==> src/pkg/adcc_pkg.sv <==
package adcc_pkg;
   localparam logic [11:0] ADCC_CTRL_OFS   = 12'h000;
   localparam logic [11:0] ADCC_SEL_OFS    = 12'h004;
   localparam logic [11:0] ADCC_RESULT_OFS = 12'h008;
   localparam logic [11:0] ADCC_INTERRUPT_CONTROL_REG_OFS   = 12'h00c;
   // control word: channel select, pending and start
   localparam int ADCC_CH_LSB    = 0;
   localparam int ADCC_START_BIT = 7;
   localparam int ADCC_PEND_BIT  = 6;
   // select word: divider and pin config
   localparam int ADCC_DIV_LSB   = 0;
   localparam int ADCC_PCR_LSB   = 4;
   // interrupt word
   localparam int ADCC_GIE_BIT   = 0;
   localparam int ADCC_CIE_BIT   = 1;
   localparam int ADCC_FLAG_BIT  = 2;
   localparam logic [3:0] ADCC_CH_RST   = 4'h0;
   localparam logic [1:0] ADCC_DIV_RST  = 2'h0;
   localparam logic [3:0] ADCC_PCR_RST  = 4'h0;
   localparam logic [3:0] ADCC_PCR_ALL  = 4'hf;
   localparam int ADCC_CONV_TAD  = 76;
   localparam int ADCC_DIV0      = 2;
   localparam int ADCC_DIV1      = 8;
   localparam int ADCC_DIV2      = 32;
   localparam int ADCC_DIV3      = 128;
   typedef enum logic [1:0] {
      ADCC_IDLE  = 2'b00,
      ADCC_HOLD  = 2'b01,
      ADCC_CONV  = 2'b10
   } adcc_state_t;
endpackage

==> src/logic/adcc_top.sv <==
module adcc_top #(
   parameter int NUM_CH = 16
) (
   input  wire logic        clk,
   input  wire logic        rst_n,
   input  wire logic        psel,
   input  wire logic        penable,
   input  wire logic        pwrite,
   input  wire logic [11:0] paddr,
   input  wire logic [31:0] pwdata,
   output logic      [31:0] prdata,
   output logic             pready,
   output logic             pslverr,
   input  wire logic [7:0]  sample_code,
   output logic      [3:0]  analog_channel_select,
   output logic             sample_reset,
   output logic             converter_power,
   output logic             converter_clk_en,
   output logic      [15:0] analog_pin_en,
   input  wire logic [15:0] port_dir_in,
   output logic      [15:0] port_dir_eff,
   input  wire logic [15:0] pull_high_opt,
   output logic      [15:0] pull_high_en,
   output logic             irq
);
   typedef struct packed {
      adcc_pkg::adcc_state_t st;
      logic [3:0]  ch;
      logic        start;
      logic        pend;
      logic [1:0]  div;
      logic [3:0]  pcr;
      logic        gie;
      logic        cie;
      logic        flag;
      logic [7:0]  result;
      logic [6:0]  divcnt;
      logic [6:0]  tadcnt;
      logic        tick;
      logic [31:0] rdata;
   } adcc_regs_t;

   adcc_regs_t r;
   adcc_regs_t next_r;

   // address decode, used only by the error response; the read mux and the write decode compare paddr themselves
   logic        hit_ctrl;
   logic        hit_sel;
   logic        hit_result;
   logic        hit_interrupt_control_reg;

   // sequencer decodes
   logic        in_conv;
   logic        last_tick;

   // converter clock divider
   logic [6:0]  div_limit;
   logic        div_wrap;

   // write data fields
   logic [3:0]  wr_ch;
   logic        wr_start;
   logic [1:0]  wr_div;
   logic [3:0]  wr_pcr;
   logic        wr_gie;
   logic        wr_cie;
   logic        wr_flag;

   // read words, formed from the current register state
   logic [31:0] rd_ctrl;
   logic [31:0] rd_sel;
   logic [31:0] rd_result;
   logic [31:0] rd_interrupt_control_reg;

   function automatic logic [6:0] adcc_ratio(input logic [1:0] code);
      unique case (code)
         2'b00: adcc_ratio = 7'(adcc_pkg::ADCC_DIV0 - 1);
         2'b01: adcc_ratio = 7'(adcc_pkg::ADCC_DIV1 - 1);
         2'b10: adcc_ratio = 7'(adcc_pkg::ADCC_DIV2 - 1);
         2'b11: adcc_ratio = 7'(adcc_pkg::ADCC_DIV3 - 1);
      endcase
   endfunction

   // pins that the pin config field turns into analog inputs
   function automatic logic [15:0] adcc_pin_mask(input logic [3:0] pcr);
      logic [15:0] m;
      m = '0;
      if (pcr == adcc_pkg::ADCC_PCR_ALL) begin
         m = 16'hffff;
      end else begin
         for (int i = 0; i < 16; i++) begin
            m[i] = (i < int'(pcr));
         end
      end
      if (NUM_CH == 6) begin
         m = m & 16'h060f;
      end
      adcc_pin_mask = m;
   endfunction

   logic        wr;
   logic        rd;
   logic        valid_addr;
   logic [15:0] amask;

   assign wr = psel && penable && pwrite;
   assign rd = psel && !penable && !pwrite;
   assign valid_addr = hit_ctrl || hit_sel || hit_result || hit_interrupt_control_reg;
   assign amask = adcc_pin_mask(r.pcr);

   assign hit_ctrl   = (paddr == adcc_pkg::ADCC_CTRL_OFS);
   assign hit_sel    = (paddr == adcc_pkg::ADCC_SEL_OFS);
   assign hit_result = (paddr == adcc_pkg::ADCC_RESULT_OFS);
   assign hit_interrupt_control_reg   = (paddr == adcc_pkg::ADCC_INTERRUPT_CONTROL_REG_OFS);

   assign in_conv   = (r.st == adcc_pkg::ADCC_CONV);
   // the last tick of a conversion; the state moves on at the next edge
   assign last_tick = in_conv && r.tick && (r.tadcnt == 7'(adcc_pkg::ADCC_CONV_TAD - 1));

   // a new divider code takes effect at once; >= keeps a shorter ratio from stalling
   assign div_limit = adcc_ratio(r.div);
   assign div_wrap  = (r.divcnt >= div_limit);

   assign wr_ch    = pwdata[adcc_pkg::ADCC_CH_LSB +: 4];
   assign wr_start = pwdata[adcc_pkg::ADCC_START_BIT];
   assign wr_div   = pwdata[adcc_pkg::ADCC_DIV_LSB +: 2];
   assign wr_pcr   = pwdata[adcc_pkg::ADCC_PCR_LSB +: 4];
   assign wr_gie   = pwdata[adcc_pkg::ADCC_GIE_BIT];
   assign wr_cie   = pwdata[adcc_pkg::ADCC_CIE_BIT];
   assign wr_flag  = pwdata[adcc_pkg::ADCC_FLAG_BIT];

   // unused bits read as zero
   assign rd_ctrl   = {24'h0, r.start, r.pend, 2'b00, r.ch};
   assign rd_sel    = {24'h0, r.pcr, 2'b00, r.div};
   assign rd_result = {24'h0, r.result};
   assign rd_interrupt_control_reg   = {29'h0, r.flag, r.cie, r.gie};

   always_comb begin
      next_r = r;
      next_r.tick = 1'b0;
      // converter clock enable from the system clock divider
      if (div_wrap) begin
         next_r.divcnt = 7'h00;
         next_r.tick = 1'b1;
      end else begin
         next_r.divcnt = r.divcnt + 7'h01;
      end
      // read data is captured in setup so the access phase answers at once
      if (rd) begin
         unique case (paddr)
            adcc_pkg::ADCC_CTRL_OFS:
               next_r.rdata = rd_ctrl;
            adcc_pkg::ADCC_SEL_OFS:
               next_r.rdata = rd_sel;
            adcc_pkg::ADCC_RESULT_OFS:
               next_r.rdata = rd_result;
            adcc_pkg::ADCC_INTERRUPT_CONTROL_REG_OFS:
               next_r.rdata = rd_interrupt_control_reg;
            default:
               next_r.rdata = 32'h0;
         endcase
      end
      if (wr) begin
         unique case (paddr)
            adcc_pkg::ADCC_CTRL_OFS: begin
               next_r.ch = wr_ch;
               next_r.start = wr_start;
            end
            adcc_pkg::ADCC_SEL_OFS: begin
               next_r.div = wr_div;
               next_r.pcr = wr_pcr;
            end
            adcc_pkg::ADCC_INTERRUPT_CONTROL_REG_OFS: begin
               next_r.gie = wr_gie;
               next_r.cie = wr_cie;
               // writing zero clears the request flag; a set in the same cycle still wins
               if (!wr_flag) begin
                  next_r.flag = 1'b0;
               end
            end
            default: begin
            end
         endcase
      end
      unique case (r.st)
         adcc_pkg::ADCC_IDLE: begin
            if (r.start) begin
               next_r.st = adcc_pkg::ADCC_HOLD;
               next_r.pend = 1'b1;
            end
         end
         adcc_pkg::ADCC_HOLD: begin
            next_r.pend = 1'b1;
            if (!r.start) begin
               next_r.st = adcc_pkg::ADCC_CONV;
               next_r.tadcnt = 7'h00;
            end
         end
         adcc_pkg::ADCC_CONV: begin
            if (r.start) begin
               next_r.st = adcc_pkg::ADCC_HOLD;
            end else if (r.tick) begin
               if (last_tick) begin
                  next_r.st = adcc_pkg::ADCC_IDLE;
                  next_r.pend = 1'b0;
                  next_r.result = sample_code;
                  next_r.flag = 1'b1;
               end else begin
                  next_r.tadcnt = r.tadcnt + 7'h01;
               end
            end
         end
         default: begin
            next_r.st = adcc_pkg::ADCC_IDLE;
         end
      endcase
   end

   always_ff @(posedge clk or negedge rst_n) begin
      if (!rst_n) begin
         r <= '{st:     adcc_pkg::ADCC_IDLE,
                ch:     adcc_pkg::ADCC_CH_RST,
                start:  1'b0,
                pend:   1'b0,
                div:    adcc_pkg::ADCC_DIV_RST,
                pcr:    adcc_pkg::ADCC_PCR_RST,
                gie:    1'b0,
                cie:    1'b0,
                flag:   1'b0,
                result: 8'h00,
                divcnt: 7'h00,
                tadcnt: 7'h00,
                tick:   1'b0,
                rdata:  32'h0};
      end else begin
         r <= next_r;
      end
   end

   assign prdata = r.rdata;
   assign pready = 1'b1;
   assign pslverr = psel && penable && !valid_addr;
   assign analog_channel_select = r.ch;
   assign sample_reset = !in_conv;
   assign converter_power = (r.pcr != 4'h0);
   assign converter_clk_en = r.tick && in_conv;
   assign analog_pin_en = amask;
   assign port_dir_eff = port_dir_in | amask;
   assign pull_high_en = pull_high_opt & ~amask;
   assign irq = r.flag && r.cie && r.gie;
endmodule // adcc_top

==> config.mk <==
export PLATFORM = sky130hd
export DESIGN_NAME = adcc_top
export DESIGN_NICKNAME = d
export VERILOG_FILES = /design/src/pkg/adcc_pkg.sv /design/src/logic/adcc_top.sv
export SDC_FILE = /design/constraint.sdc
export NUM_CORES = 1
export LEC_CHECK = 0
export CORE_ASPECT_RATIO = 1.75
export CORE_MARGIN = 8
export CORE_UTILIZATION = 65
export CTS_CLUSTER_DIAMETER = 120
export CTS_CLUSTER_SIZE = 30
export DETAILED_ROUTE_END_ITERATION = 10
export DONT_BUFFER_PORTS = 1
export PLACE_DENSITY_LB_ADDON = 0.12
export SLEW_MARGIN = 20
export SYNTH_ARGS = -nofsm -noshare
export SYNTH_HDL_FRONTEND = slang
export SYNTH_SLANG_ARGS = --single-unit
==> constraint.sdc <==
create_clock -name clk -period 2.8 [get_ports clk]
set_input_delay 0.28 -clock clk [delete_from_list [all_inputs] [get_ports clk]]
set_output_delay 0.28 -clock clk [all_outputs]
set_load 0.01 [all_outputs]
==> impl_metrics.json <==
{
  "status": "completed",
  "seqPwrFrac_pct": 51.2,
  "crit_family": "simple AND/OR/NAND/NOR gates",
  "setup-violations-final": 0,
  "fillers": 388,
  "yosys-top-cells-count": "dfrtp_1 (48), buf_4 (37), nand2_1 (26)",
  "cts_tree": "yes",
  "rsz0062_at_grt": "no",
  "num_vias": 2128,
  "final_hold_viol_count": 0,
  "clk_latency_ps": 300,
  "power_mw": 1.51,
  "power.density_nw_per_um2": 501,
  "io_pins": 179,
  "cp_max_fo": 16,
  "layout_min_cycle_time_ps": 2190,
  "synthToLayoutAreaGrowth_pct": -0.373,
  "grt_pass1_wl_mm": 10.8,
  "cts_buffer_depth": 2,
  "startpoint_type": "register",
  "synth_compound_area_share_pct": 10.1,
  "seq_area_frac_synth_pct": 39.8,
  "syn_area_um2": 3020,
  "synth_area_leaders": "dfrtp_1 (40%), buf_4 (9.2%), mux2_2 (5.6%)",
  "drcViolationCount": 0,
  "synth_most_common_cell": "dfrtp_1",
  "nets": 396,
  "synth_top_cell_area_share_pct": 39.8,
  "crit_chain": "nand2_1 -> nor2_1 -> or2_2",
  "clock-sinks": 48,
  "synth-async-reset-ratio_pct": 100,
  "cap_violations": 0,
  "slew_violations": 0,
  "synth_edf_count": 0,
  "synth-xor-area-share_pct": 1.45,
  "multi_input_area_um2": 1520,
  "design.core.area_um2": 4580,
  "place.gp.congestion": 0.798,
  "min_path_type": "primary input to register",
  "yosys.area_share.adder_pct": 3.32,
  "chipWidth_um": 67.5,
  "fin_util_pct": 65.5,
  "yosys_register_bits": 48,
  "swShare_pct": 27.6,
  "htreeDepth": 2,
  "antenna_left": 0,
  "grt_max_degree": 49,
  "start_util_pct": 65.8,
  "ys_warn_count": 0,
  "synth_cell_types": 47,
  "hpwl_mm": 6.18,
  "crit_buf_inv": 0,
  "pwr-share-comb_pct": 15.3,
  "grt_overflow": 0,
  "antenna_found_initial": 3,
  "synthMuxAreaShare_pct": 11.3,
  "setup_ws_ps": 613,
  "seqCellArea_um2": 1200,
  "slew_headroom_pct": 57.0,
  "dr.pass1.iters": 5,
  "syn_inst": 315,
  "die_y_um": 106,
  "dieArea_um2": 7160,
  "power.net_switching_uw": 415,
  "path_clk_slew_ps": 90,
  "setup_tns_ps": 0,
  "synth_ff_type": "dfrtp_1",
  "synth_top_family_by_area": "simple AND/OR/NAND/NOR gates",
  "grt_usage_pct": 19.7,
  "endpoint_kind": "primary output",
  "worstSetupPathType": "register to primary output",
  "viasPerCell": 6.03,
  "critPathSlowestCell": "dfrtp_1",
  "cts_buffers": 5,
  "synth_top_area_cell": "dfrtp_1",
  "static-leakage-power_nw": 1.50,
  "syn_area_per_cell_um2": 9.57,
  "io_buffers": 0,
  "first_global_vias": 2125,
  "post-route-period-util_pct": 78.1,
  "yosys.area_share.simple_pct": 21.0,
  "worstPathArrival_ps": 1910,
  "first_iter_violations": 38,
  "root_buffer": "clkbuf_8",
  "drive_gt1_share_pct": 15.3,
  "tightest_slew_ps": 645,
  "slowest_delay_ps": 700,
  "fmax_mhz": 457,
  "finalClockSkew_ps": 7.31,
  "crit_required_ps": 2520,
  "intPower_mw": 1.09,
  "rows": 33,
  "detailedPlace.worstSlack_ps": 724,
  "vdd_drop_max_mv": 0.458,
  "drt-wirelength-per-cell_um": 20.8,
  "clkPwrFrac_pct": 33.4,
  "wirelength_mm": 7.35
}
-- flip-flops by register name (all words and copies together) (netlist names) --
name                   count
analog_channel_select      4
prdata                     8
r                         36
-- final cells by class --
class / count / area share, %
multi-input cells: 225 / 50.4
flip-flops and latches: 48 / 40.0
clock buffers: 5 / 2.29
well taps: 52 / 2.17
inverters: 16 / 2.00
clock inverters: 3 / 1.54
repair buffers: 3 / 1.50
diodes: 1 / 0.0833
-- power by group through the flow --
stage / Combinational, mW / Clock, mW / Sequential (mW)
4_1_cts: 0.236 / 0.523 / 0.772
5_1_grt: 0.267 / 0.545 / 0.778
2_1_floorplan: 0.208 / 0 / 0.775
3_5_place_dp: 0.215 / 0 / 0.786
6_report: 0.231 / 0.504 / 0.772
3_3_place_gp: 0.210 / 0 / 0.785
-- metrics by stage --
stage | instance area (um^2) | std cells | hold WS [ps]
floorplan | 3100 | 338 | -15.6
global placement | 2850 | 342 | -14.4
detailed placement | 2850 | 342 | -14.4
CTS | 3000 | 352 | 57.0
global route | 3000 | 353 | 65.6
finish | 3000 | 353 | 66.8
-- repair_timing --
item                       in CTS  in global routing
hold buffers                    2                  0
hold endpoints to repair       48                  0
setup endpoints to repair       0                  0
gates resized for setup         0                  0
buffers inserted                0                  0
-- worst paths after layout --
| kind | start | to | slack, ps | depth (start not counted) |
|---|---|---|---|---|
| worst max-delay path | r[61] | port_dir_eff[15] | 610 | 3 |
| worst max register to register | r[65] | r[39] | 860 | 4 |
| worst min register to register | r[40] | r[40] | 490 | 1 |
| max in group asynchronous | rst_n | r[42] | 2120 | 2 |
| worst min-delay path | paddr[2] | prdata[3] | 70 | 1 |
| min in group asynchronous | rst_n | r[38] | 470 | 2 |
-- cells by family (layout without fill, tap and decap cells) --
logic type	after synthesis	count (layout)
xor gates and xnor gates	5	5
other	2	26
buffers and inverters	65	27
adders and majority gates	8	8
and+or+nand+nor	113	113
muxes	27	27
DFF	48	48
AOI/OAI and AO/OA	47	47
-- routing by layer --
layer  track usage (%)  up-vias  routed length, um
met1              16.1     1003               2180
met2              38.8      117               4160
met3              7.68       14                850
met5                 0        -                 18
met4              6.77        4                131
li1                  -      990                  -
-- worst register-to-register path, delay by kind of cell (launching register included) --
family          cells  cell delay [ps]
compound gates      1              310
simple gates        3             1040
flops               1              530
-- cell usage in the layout (no fill, tap or decap), types with 4 or more instances in the layout --
cell type / Yosys / layout
mux2i_1: 4 / 4
nand4_1: 4 / 4
mux2_4: 5 / 5
nand3_1: 9 / 9
and3_1: 7 / 7
ha_1: 8 / 8
clkbuf_8: 0 / 5
mux2_2: 15 / 15
nand2b_1: 8 / 8
nand2_1: 26 / 26
or2_2: 8 / 8
a31oi_1: 5 / 5
a21oi_1: 10 / 10
conb_1: 2 / 25
nor2_1: 23 / 23
dfrtp_1: 48 / 48
o31ai_1: 6 / 6
and2_1: 9 / 9
nor2b_1: 8 / 8
inv_1: 16 / 16
o21ai_0: 10 / 10
(Power assumes the default switching activity.)
